--- src/rtl/protect_pkg.sv ---
// Shared constants and types for the supply protection sequencer.
package protect_pkg;

    // Timing of the dynamic overload cycle, in milliseconds and in cycles.
    localparam int unsigned CLK_HZ        = 100_000_000;
    localparam int unsigned CLK_PER_MS    = CLK_HZ / 1000;
    localparam int unsigned ON_WINDOW_MS  = 90;
    localparam int unsigned OFF_WINDOW_MS = 900;
    localparam int unsigned PERIOD_MS     = ON_WINDOW_MS + OFF_WINDOW_MS;
    localparam int unsigned ON_WINDOW_CYC  = ON_WINDOW_MS * CLK_PER_MS;
    localparam int unsigned OFF_WINDOW_CYC = OFF_WINDOW_MS * CLK_PER_MS;
    localparam int unsigned TIMER_W        = 32;

    // Sections, output level field and its reset value.
    localparam int unsigned SECTIONS  = 2;
    localparam int unsigned LEVEL_W   = 4;
    localparam logic [3:0]  LEVEL_OFF = 4'h0;

    // Converter compensation encodings.
    localparam logic COMP_ELECTROLYTIC = 1'b0;
    localparam logic COMP_CERAMIC      = 1'b1;

    // Slave address width and defaults; the address values are arbitrary.
    localparam int unsigned ADDR_W         = 7;
    localparam logic [6:0]  ADDR_LOW_DEF   = 7'h10;
    localparam logic [6:0]  ADDR_HIGH_DEF  = 7'h11;

    // Positions of the pin inputs inside the synchroniser vector.
    localparam int unsigned SYNC_W    = 5;
    localparam int unsigned SYNC_OL0  = 0;
    localparam int unsigned SYNC_HEAT = 2;
    localparam int unsigned SYNC_ADDR = 3;
    localparam int unsigned SYNC_READ = 4;

    typedef enum logic [2:0] {
        SEQ_IDLE = 3'b001,
        SEQ_ON   = 3'b010,
        SEQ_OFF  = 3'b100
    } seq_state_type;

endpackage

--- src/rtl/overload_sequencer.sv ---
// Dynamic on/off overload timer for one supply section.
`timescale 1ns/100ps
`default_nettype none
module overload_sequencer #(
    parameter int unsigned ON_CYC  = protect_pkg::ON_WINDOW_CYC,
    parameter int unsigned OFF_CYC = protect_pkg::OFF_WINDOW_CYC
) (
    input  wire logic sys_clk,
    input  wire logic rst,
    input  wire logic overload,
    input  wire logic pulsedLimitSel,
    output logic      supplyOn,
    output logic      tripPulse,
    output logic      causeActive
);
    import protect_pkg::*;

    typedef struct packed {
        seq_state_type        state;
        logic [TIMER_W-1:0]   cnt;
        logic                 seen;
    } seq_type;

    seq_type q_q;
    seq_type q_d;
    logic    onEnd;
    logic    offEnd;

    assign onEnd  = q_q.cnt == TIMER_W'(ON_CYC - 1);
    assign offEnd = q_q.cnt == TIMER_W'(OFF_CYC - 1);

    ////////////////////////////////////////////////////////////////////////
    always_comb begin
        q_d       = q_q;
        tripPulse = 1'b0;
        case (q_q.state)
            SEQ_IDLE: begin
                if (overload) begin
                    q_d.state = SEQ_ON;
                    q_d.cnt   = '0;
                    q_d.seen  = 1'b1;
                end
            end
            SEQ_ON: begin
                q_d.cnt = q_q.cnt + TIMER_W'(1);
                if (overload) begin
                    q_d.seen = 1'b1;
                end
                if (onEnd) begin
                    q_d.cnt  = '0;
                    q_d.seen = 1'b0;
                    if (q_q.seen || overload) begin
                        q_d.state = SEQ_OFF;
                        tripPulse = 1'b1;
                    end else begin
                        q_d.state = SEQ_IDLE;
                    end
                end
            end
            SEQ_OFF: begin
                q_d.cnt = q_q.cnt + TIMER_W'(1);
                if (offEnd) begin
                    q_d.state = SEQ_ON;
                    q_d.cnt   = '0;
                    q_d.seen  = 1'b0;
                end
            end
            default: begin
                q_d.state = SEQ_IDLE;
            end
        endcase
        // A static clamp never cycles; leaving dynamic mode aborts a cycle.
        if (pulsedLimitSel) begin
            q_d.state = SEQ_IDLE;
            q_d.cnt   = '0;
            q_d.seen  = 1'b0;
            tripPulse = 1'b0;
        end
    end

    always_ff @(posedge sys_clk) begin
        if (rst) begin
            q_q <= '{state: SEQ_IDLE, cnt: '0, seen: 1'b0};
        end else begin
            q_q <= q_d;
        end
    end

    assign supplyOn    = q_q.state != SEQ_OFF;
    assign causeActive = overload || (q_q.state != SEQ_IDLE);
endmodule
`default_nettype wire

--- src/rtl/supply_protection_sequencer.sv ---
// Overload and overheat protection control for a dual supply regulator.
//
// Function
// - Compensation select bit: 0 electrolytic, 1 ceramic output capacitors.
// - Per-section select: low gives pulsed protection, high a static clamp.
// - Pulsed mode keeps output on 90 ms after overload, then off 900 ms.
// - The pulsed shutdown sets that section's overload flag.
// - After the off window output resumes; repeats while overload persists.
// - A clean on window restores normal operation; flag clears after a read.
// - On plus off period comes from an internal timer, about 990 ms.
// - Clamp mode sets the flag at the limit; clears after end and read.
// - Overload restart policy 1 clears section levels, output stays off.
// - Overload restart policy 0 re-enables output when overload ends.
// - Overheat stops converter and both outputs and sets the overheat flag.
// - Heat restart policy 1 clears both sections' levels to zero.
// - Heat restart policy 0 re-enables outputs when overheat ends.
// - Slave address is one of two, chosen by the address select pin.
// - Every flag stays set until cause is gone and a fresh read occurs.
// - Under lockout all control bits are zero and outputs are disabled.
`timescale 1ns/100ps
`default_nettype none
module supply_protection_sequencer #(
    parameter int unsigned ON_CYC     = protect_pkg::ON_WINDOW_CYC,
    parameter int unsigned OFF_CYC    = protect_pkg::OFF_WINDOW_CYC,
    parameter logic [6:0]  ADDR_LOW   = protect_pkg::ADDR_LOW_DEF,
    parameter logic [6:0]  ADDR_HIGH  = protect_pkg::ADDR_HIGH_DEF
) (
    input  wire logic                            sys_clk,
    input  wire logic                            rst,
    input  wire logic                            compSelect,
    input  wire logic [protect_pkg::SECTIONS-1:0] pulsedLimitSel,
    input  wire logic                            overloadRestartPolicy,
    input  wire logic                            heatRestartPolicy,
    input  wire logic [protect_pkg::SECTIONS-1:0] levelWrite,
    input  wire logic [protect_pkg::LEVEL_W-1:0]  levelWriteData,
    input  wire logic [protect_pkg::SECTIONS-1:0] overloadDetect,
    input  wire logic                            overheatDetect,
    input  wire logic                            addrSelPin,
    input  wire logic                            statusReadToggle,
    output logic [protect_pkg::SECTIONS-1:0][protect_pkg::LEVEL_W-1:0]
                                                 outputLevelBits,
    output logic [protect_pkg::SECTIONS-1:0]     sectionSupplyOut,
    output logic                                 boostEnable,
    output logic                                 compSelectOut,
    output logic [protect_pkg::SECTIONS-1:0]     overloadFlag,
    output logic                                 overheatFlag,
    output logic [protect_pkg::ADDR_W-1:0]       slaveAddr
);
    import protect_pkg::*;

    typedef struct packed {
        logic [SYNC_W-1:0]                   meta;
        logic [SYNC_W-1:0]                   sync;
        logic                                readPrev;
        logic [SECTIONS-1:0][LEVEL_W-1:0]    level;
        logic [SECTIONS-1:0]                 olFlag;
        logic                                heatFlag;
        logic [SECTIONS-1:0]                 secEn;
        logic                                boostEn;
        logic                                comp;
        logic [ADDR_W-1:0]                   addr;
    } ctrl_type;

    ctrl_type            ctrl_q;
    ctrl_type            ctrl_d;
    logic [SYNC_W-1:0]   rawPins;
    logic                readDone;
    logic                heat;
    logic [SECTIONS-1:0] olSync;
    logic [SECTIONS-1:0] trip;
    logic [SECTIONS-1:0] supplyOn;
    logic [SECTIONS-1:0] cause;
    logic [SECTIONS-1:0] setEvent;

    ////////////////////////////////////////////////////////////////////////
    // Every pin and the read-done toggle from the serial side pass two
    // flip-flops; only the second stage is read by any logic.
    assign rawPins  = {statusReadToggle, addrSelPin, overheatDetect,
                       overloadDetect};
    assign readDone = ctrl_q.sync[SYNC_READ] ^ ctrl_q.readPrev;
    assign heat     = ctrl_q.sync[SYNC_HEAT];
    assign olSync   = ctrl_q.sync[SYNC_OL0 +: SECTIONS];

    ////////////////////////////////////////////////////////////////////////
    genvar g;
    generate
        for (g = 0; g < SECTIONS; g = g + 1) begin : gen_sec
            overload_sequencer #(
                .ON_CYC  (ON_CYC),
                .OFF_CYC (OFF_CYC)
            ) u_seq (
                .sys_clk        (sys_clk),
                .rst            (rst),
                .overload       (olSync[g]),
                .pulsedLimitSel (pulsedLimitSel[g]),
                .supplyOn       (supplyOn[g]),
                .tripPulse      (trip[g]),
                .causeActive    (cause[g])
            );

            // Clamp mode flags on the limit itself, pulsed mode on the trip.
            assign setEvent[g] = pulsedLimitSel[g] ? olSync[g] : trip[g];

        end
    endgenerate

    ////////////////////////////////////////////////////////////////////////
    always_comb begin
        ctrl_d          = ctrl_q;
        ctrl_d.meta     = rawPins;
        ctrl_d.sync     = ctrl_q.meta;
        ctrl_d.readPrev = ctrl_q.sync[SYNC_READ];
        for (int i = 0; i < int'(SECTIONS); i++) begin
            if (levelWrite[i]) begin
                ctrl_d.level[i] = levelWriteData;
            end
            // Device clears win over a host write in the same cycle.
            if (setEvent[i] && overloadRestartPolicy) begin
                ctrl_d.level[i] = LEVEL_OFF;
            end
            if (heat && heatRestartPolicy) begin
                ctrl_d.level[i] = LEVEL_OFF;
            end
            // The read completes before the clear; a new event wins.
            if (readDone && !cause[i]) begin
                ctrl_d.olFlag[i] = 1'b0;
            end
            if (setEvent[i]) begin
                ctrl_d.olFlag[i] = 1'b1;
            end
            // With policy 0 the levels survive and the output returns alone.
            ctrl_d.secEn[i] = supplyOn[i] && !heat
                              && (ctrl_d.level[i] != LEVEL_OFF);
        end
        if (readDone && !heat) begin
            ctrl_d.heatFlag = 1'b0;
        end
        if (heat) begin
            ctrl_d.heatFlag = 1'b1;
        end
        ctrl_d.boostEn = !heat;
        ctrl_d.comp    = compSelect;
        ctrl_d.addr    = ctrl_q.sync[SYNC_ADDR] ? ADDR_HIGH : ADDR_LOW;
    end

    // Reset stands for power-on and lockout: every control bit is zero.
    always_ff @(posedge sys_clk) begin
        if (rst) begin
            ctrl_q <= '0;
        end else begin
            ctrl_q <= ctrl_d;
        end
    end

    ////////////////////////////////////////////////////////////////////////
    assign outputLevelBits  = ctrl_q.level;
    assign sectionSupplyOut = ctrl_q.secEn;
    assign boostEnable      = ctrl_q.boostEn;
    assign compSelectOut    = ctrl_q.comp;
    assign overloadFlag     = ctrl_q.olFlag;
    assign overheatFlag     = ctrl_q.heatFlag;
    assign slaveAddr        = ctrl_q.addr;
endmodule
`default_nettype wire

--- config.mk ---
export PLATFORM = sky130hd
export DESIGN_NAME = supply_protection_sequencer
export DESIGN_NICKNAME = d
export VERILOG_FILES = /design/src/rtl/protect_pkg.sv /design/src/rtl/overload_sequencer.sv /design/src/rtl/supply_protection_sequencer.sv
export SDC_FILE = /design/constraint.sdc
export NUM_CORES = 1
export LEC_CHECK = 0
export ABC_AREA = 1
export BUFFER_PORTS_ARGS = -buffer_cell sky130_fd_sc_hd__buf_2
export CAP_MARGIN = 30
export CORE_MARGIN = 5
export CORE_UTILIZATION = 40
export CTS_BUF_LIST = sky130_fd_sc_hd__clkbuf_4
export DETAILED_ROUTE_END_ITERATION = 10
export PLACE_DENSITY = 0.58
export SLEW_MARGIN = 0
export SYNTH_ARGS = -nofsm -noshare
export SYNTH_HDL_FRONTEND = slang
export SYNTH_SLANG_ARGS = --single-unit
--- constraint.sdc ---
create_clock -name sys_clk -period 2.56 [get_ports sys_clk]
set_clock_uncertainty 0.15 [all_clocks]
set_input_delay 0.256 -clock sys_clk [delete_from_list [all_inputs] [get_ports sys_clk]]
set_output_delay 0.256 -clock sys_clk [all_outputs]
set_load 0.01 [all_outputs]
==> results of run 1 <==
-- area by class of cell --
type	count	area (um2)	area share
repair buffers	60	418	0.0622
flip-flops and latches	100	2000	0.298
diodes	1	2.50	0.000372
multi-input cells	715	3380	0.503
clock buffers	9	67.6	0.0101
well taps	188	235	0.0350
inverters	139	524	0.0780
clock inverters	7	88.8	0.0132
-- per-layer routing --
| layer | vias up | part of all wire | global-route usage |
|---|---|---|---|
| met4 | 0 | 0.023 | 0.0606 |
| met5 | - | 0 | 0 |
| met1 | 2684 | 0.47 | 0.240 |
| li1 | 3206 | - | - |
| met3 | 30 | 0.041 | 0.0338 |
| met2 | 148 | 0.46 | 0.306 |
-- cell usage in the layout (no fill, tap or decap), types with 3 or more instances in the layout --
master,n
nor3_2,3
nand2_4,3
nand2_2,9
a21oi_1,36
nor2_1,156
nor2_2,17
buf_2,34
buf_4,5
nand3_1,68
inv_2,11
nand2_1,259
dfxtp_1,98
o21ai_1,5
nor3_1,44
o21ai_0,26
clkbuf_4,9
o21bai_1,3
nor4_1,3
conb_1,5
xor2_1,13
o211ai_1,13
inv_1,127
clkinv_8,3
nand4_1,23
dlygate4sd3_1,21
nand3_2,4
-- worst max-delay path: stages, from the launching register on --
cell and delay, ns:
dfxtp_1 0.40, ha_1 0.20, nand2_1 0.12, nor2_4 0.14
nand3_1 0.10, nor2_2 0.18, nand3_1 0.12, nand2_1 0.11
nand3_2 0.12, nand2_1 0.08, nor2_1 0.04, dlygate4sd3_1 0.55
-- worst max path at each step --
stage | startpoint | to | slack, ns
2_1_floorplan | gen_sec[1].u_seq.q_q[1]$_SDFFE_PP0P_ | gen_sec[1].u_seq.q_q[25]$_SDFFE_PP0P_ | 0.77
3_3_place_gp | gen_sec[0].u_seq.q_q[1]$_SDFFE_PP0P_ | gen_sec[0].u_seq.q_q[23]$_SDFFE_PP0P_ | 0.57
3_5_place_dp | gen_sec[1].u_seq.q_q[1]$_SDFFE_PP0P_ | gen_sec[1].u_seq.q_q[13]$_SDFFE_PP0P_ | 0.51
4_1_cts | gen_sec[0].u_seq.q_q[1]$_SDFFE_PP0P_ | outputLevelBits[2]$_SDFF_PP0_ | 0.06
5_1_grt | gen_sec[1].u_seq.q_q[2]$_SDFFE_PP0P_ | outputLevelBits[5]$_SDFF_PP0_ | 0.02
6_report | gen_sec[0].u_seq.q_q[2]$_SDFFE_PP0P_ | outputLevelBits[2]$_SDFF_PP0_ | 0.17
-- repair_timing --
action	4_1_cts	5_1_grt
setup endpoints to repair	0	3
hold buffers	21	0
hold endpoints to repair	18	0
gates resized for setup	0	6
-- power breakdown --
group          switching [mW]  total [mW]  internal (mW)
clock                   0.660       0.903          0.243
sequential             0.0136        1.60           1.59
combinational           0.178       0.275         0.0966
total                   0.852        2.78           1.93
-- state kept, by name, indices dropped and copies added (netlist names) --
| signal | count |
|---|---|
| compSelectOut | 1 |
| sectionSupplyOut | 2 |
| boostEnable | 1 |
| gen_sec.u_seq.q_q | 72 |
| outputLevelBits | 8 |
| ctrl_q | 5 |
| overloadFlag | 2 |
| ctrl_d | 6 |
| overheatFlag | 1 |
| slaveAddr | 2 |
-- kinds of logic (layout without fill, tap and decap cells) --
kind of cell             count (synthesis)  in the layout
buffers and inverters                  177            215
XOR/XNOR                                13             13
flip-flops                             100            100
AND/OR/NAND/NOR                        601            601
AO/OA/AOI/OAI                           94             94
adder cells (fa/ha/maj)                  2              2
other                                    1              6
-- per-stage QoR --
stage | instances | worst slack [ns] | total power, mW | instance area [um2] | hold WS, ns
3_5_place_dp | 1181 | 0.507 | 1.88 | 6330 | 0.242
2_1_floorplan | 992 | 0.771 | 1.83 | 6140 | 0.213
4_1_cts | 1218 | 0.0598 | 2.82 | 6700 | 0.0105
5_1_grt | 1219 | 0.0161 | 2.91 | 6720 | 0.0741
3_3_place_gp | 1181 | 0.571 | 1.88 | 6330 | 0.240
6_report | 1219 | 0.165 | 2.78 | 6720 | 0.0569
==> metrics.csv, run 1 <==
stage,metric,value,unit
outcome,status,finished clean,
clock_network,clk_latency,0.52,ns
routing,firstDrtPassIters,5,
routing,drt_iter0_drc,428,
cells_and_area,area_growth,9.61,%
worst_hold_path,holdPathEnd,outputLevelBits[7]$_SDFF_PP0_,
worst_setup_path,critPathKind,reg2reg,
worst_setup_path,rr_startpoint,gen_sec[0].u_seq.q_q[2]$_SDFFE_PP0P_,
global_routing,grt_pass1_vias,5622,
yosys,synth_mux_area_frac,0,
worst_setup_path,rrSetupSlack,0.17,ns
yosys,synth_cell_types,43,
power_and_ir_drop,power_density,414,nW/um2
sta,tns,0,ns
yosys,synthAdderAreaFrac,0.00408,
sta,timing.final.crit_share,0.935,
die,die_h,134,um
yosys,ys_warn_count,0,
global_routing,grt_pass1_wl,27100,um
cells_and_area,final_layout_size_suffix_gt1_frac,0.111,
yosys,synthXorXnorAreaFrac,0.0186,
yosys,yosysMostFrequentCell,nand2_1,
routing,vias,6068,
clock_network,cts_sinks,100,
routing,wire_per_inst,13.5,um
yosys,synth.area.top_cells,"dfxtp_1 (33%), nand2_1 (16%), nor2_1 (9.6%)",
yosys,synth_cells,988,
clock_network,path_clk_slew,0.19,ns
run,drv_cap,0,
sta,hold_viol,0,
global_routing,grt_max_degree,23,
clock_network,cts_htree_levels,3,
yosys,synth_top_area_frac,0.327,
clock_network,cts_tree,built,
worst_setup_path,cp-end-kind,register,
power_and_ir_drop,ir_worst_vdd,0.289,mV
die,core_area,15100,um2
global_routing,overflow,0,
routing,drcViolationCount,0,
yosys,synth_top_family_by_area,simple AND/OR/NAND/NOR gates,
sta,fin_crit,2.39,ns
worst_setup_path,reg2reg_depth,11,
die,start_util,0.406,
die,die_x,134,um
yosys,yosys.area.top_type,dfxtp_1,
clock_network,clockBufferDepth,2,
yosys,synth_edf_count,0,
routing,ant_nets,0,
yosys,synthTopCellsByCount,"nand2_1 (259), nor2_1 (157), inv_1 (127)",
yosys,async_flop_share,0,
worst_setup_path,required,2.83,ns
routing,drt_wl_total,16400,um
sta,setup_viol,0,
worst_setup_path,start_kind,register,
worst_hold_path,holdPathStages,6,
worst_setup_path,r2r-end,outputLevelBits[2]$_SDFF_PP0_,
clock_network,root_buffer,clkbuf_4,
worst_hold_path,hold_class,in2reg,
yosys,syn_area,6130,um2
placement,gp_congestion,0.982,
worst_hold_path,min-delay-start,heatRestartPolicy,
clock_network,post_cts_buffers,0,
sta,tightest_slew,0.626,ns
global_routing,antenna_found_initial,1,
cells_and_area,fin_util,0.445,
clock_network,numCtsBuffers,9,
yosys,ys.flop_type,dfxtp_1,
routing,vias_per_cell,4.98,
placement,portBuffers,34,
worst_setup_path,cp_max_fo,5,
placement,dp_hpwl,12400,um
yosys,synthSimpleGateAreaFrac,0.434,
sta,fmax,418,MHz
cells_and_area,nets,1045,
power_and_ir_drop,p_leak,2.70,nW
yosys,synth_seq_cells,100,
yosys,synth_compound_area_frac,0.0884,
worst_setup_path,cp_data_arrival_time,2.66,ns
die,dieArea,17900,um2
yosys,synth_area_per_cell,6.20,um2
sta,rsz0062_at_grt,no,
yosys,seq_area_frac_synth,0.327,
sta,slew_headroom,0.579,
sta,slew_violations,0,
die,ios,40,
global_routing,grt.total_usage,0.184,
die,num_rows,45,
cells_and_area,fillers,1643,
Power figures use the tool's default switching activity.
==> inputs of run 2 (changes only) <==
--- a/config.mk
+++ b/config.mk
@@ -13,6 +13,7 @@
 export CTS_BUF_LIST = sky130_fd_sc_hd__clkbuf_4
 export DETAILED_ROUTE_END_ITERATION = 10
 export PLACE_DENSITY = 0.58
+export REMOVE_ABC_BUFFERS = 1
 export SLEW_MARGIN = 0
 export SYNTH_ARGS = -nofsm -noshare
 export SYNTH_HDL_FRONTEND = slang
==> metrics.csv, run 2 (synthesis gave the netlist of run 1 again) <==
stage,metric,value,unit
sta,fmax,410,MHz
power_and_ir_drop,total_power,2.87,mW
die,core_area,15100,um2
die,ios,40,
placement,dp_hpwl,12900,um
placement,dp_cells,1182,
outcome,status,finished clean,
clock_network,post_cts_buffers,0,
cells_and_area,final_layout_size_suffix_gt1_frac,0.110,
routing,drt_wl_total,16900,um
die,num_rows,45,
cells_and_area,layout_common_cells,"nand2_1 (259), nor2_1 (156), inv_1 (127)",
cells_and_area,area_growth,10.5,%
clock_network,numCtsBuffers,9,
clock_network,root_buffer,clkbuf_4,
worst_hold_path,hold_class,in2reg,
clock_network,clockBufferDepth,2,
routing,drcViolationCount,0,
clock_network,cts_sinks,100,
sta,slew_headroom,0.579,
routing,wire_per_inst,13.8,um
global_routing,grt.total_usage,0.192,
routing,vias,6166,
cells_and_area,nets,1050,
sta,tightest_slew,0.626,ns
placement,portBuffers,34,
clock_network,cts_tree,built,
worst_setup_path,crit_slowest_cell,dlygate4sd3_1,
die,dieArea,17900,um2
sta,fin_crit,2.44,ns
sta,hold_viol,0,
cells_and_area,final_common_cell,nand2_1,
routing,drt_iter0_drc,332,
cells_and_area,largest_reg_flops,72,
global_routing,antenna_found_initial,0,
clock_network,clk_latency,0.51,ns
routing,ant_nets,0,
worst_setup_path,cp_data_arrival_time,2.70,ns
die,start_util,0.406,
worst_setup_path,critPathKind,reg2reg,
placement,gp_congestion,0.906,
clock_network,cts_htree_levels,3,
worst_setup_path,crit_family,simple AND/OR/NAND/NOR gates,
worst_setup_path,start_kind,register,
worst_setup_path,worst_path_largest_cell_delay,0.55,ns
routing,firstDrtPassIters,5,
power_and_ir_drop,p_leak,2.73,nW
worst_setup_path,cp_max_fo,6,
worst_setup_path,cp-end-kind,register,
sta,setup_viol,0,
sta,slew_violations,0,
run,drv_cap,0,
cells_and_area,fillers,1618,
die,die_x,134,um
die,die_h,134,um
cells_and_area,stdcell_count,1224,
routing,vias_per_cell,5.04,
power_and_ir_drop,power_density,424,nW/um2
worst_setup_path,critPathBufInv,2,
worst_setup_path,required,2.83,ns
worst_setup_path,path_cells,ha_1 -> inv_1 -> nor2_4 -> nand3_2 -> nor2_2 -> nand3_1 -> nand2_1 -> nand3_1 -> nand2_1 -> dlygate4sd3_1 -> nor2_1,
global_routing,overflow,0,
cells_and_area,regMostFlops,gen_sec.u_seq.q_q,
sta,hold_slack,0.0748,ns
power_and_ir_drop,ir_worst_vdd,0.230,mV
clock_network,path_clk_slew,0.18,ns
global_routing,grt_pass1_vias,5831,
sta,timing.final.crit_share,0.952,
global_routing,grt_pass1_wl,28200,um
global_routing,grt_max_degree,21,
run 2: area by class of cell:
class / count / area, um2 / area share
sequential: 100 / 2000 / 0.296
tap: 188 / 235 / 0.0347
clock inverter: 7 / 103 / 0.0151
timing repair buffer: 65 / 465 / 0.0687
clock buffer: 9 / 67.6 / 0.00997
inverter: 139 / 524 / 0.0774
antenna: 1 / 2.50 / 0.000369
multi-input combinational: 715 / 3370 / 0.498
run 2: tightest hold or removal path, stage by stage:
cell and delay, ns:
buf_2 0.08, nand2_1 0.11, o21ai_0 0.10, nor2_1 0.05, nand2_1 0.06, nor2_1 0.04
run 2: timing repair:
action,in CTS,in global routing
endpoints found under the setup margin,0,2
hold buffers,25,0
resized for setup,0,5
hold endpoints to repair,24,0
run 2: worst paths after layout:
path / startpoint / to / slack, ns / depth (start not counted)
setup / recovery: gen_sec[1].u_seq.q_q[2]$_SDFFE_PP0P_ / outputLevelBits[4]$_SDFF_PP0_ / 0.12 / 11
hold / removal: heatRestartPolicy / outputLevelBits[7]$_SDFF_PP0_ / 0.07 / 6
setup reg to reg: gen_sec[1].u_seq.q_q[2]$_SDFFE_PP0P_ / outputLevelBits[4]$_SDFF_PP0_ / 0.12 / 11
hold reg to reg: ctrl_d[23]$_SDFF_PP0_ / ctrl_q[23]$_SDFF_PP0_ / 0.26 / 2
run 2: metal layers:
| layer | vias up | part of all wire | GRT usage | wire [um] |
|---|---|---|---|---|
| met2 | 144 | 0.48 | 0.329 | 8160 |
| li1 | 3205 | - | - | - |
| met5 | - | 0 | 0 | 0 |
| met3 | 30 | 0.043 | 0.0383 | 721 |
| met1 | 2787 | 0.45 | 0.243 | 7640 |
| met4 | 0 | 0.025 | 0.0623 | 420 |
run 2: through the flow:
stage                      util  cell area, um2  setup TNS, ns  worst slack [ns]
final                     0.449            6780              0             0.122
after global routing      0.449            6770        -0.0222           -0.0222
after CTS                 0.448            6760              0            0.0756
after detailed placement  0.420            6340              0             0.478
after global placement    0.420            6340              0             0.511
after floorplan               -            5890              0             0.799
run 2: where the power goes:
group | switching (mW) | leakage [nW] | total, mW | internal [mW]
combinational | 0.181 | 1.83 | 0.282 | 0.102
sequential | 0.0142 | 0.813 | 1.60 | 1.59
clock | 0.652 | 0.0905 | 0.987 | 0.335
total | 0.847 | 2.73 | 2.87 | 2.02
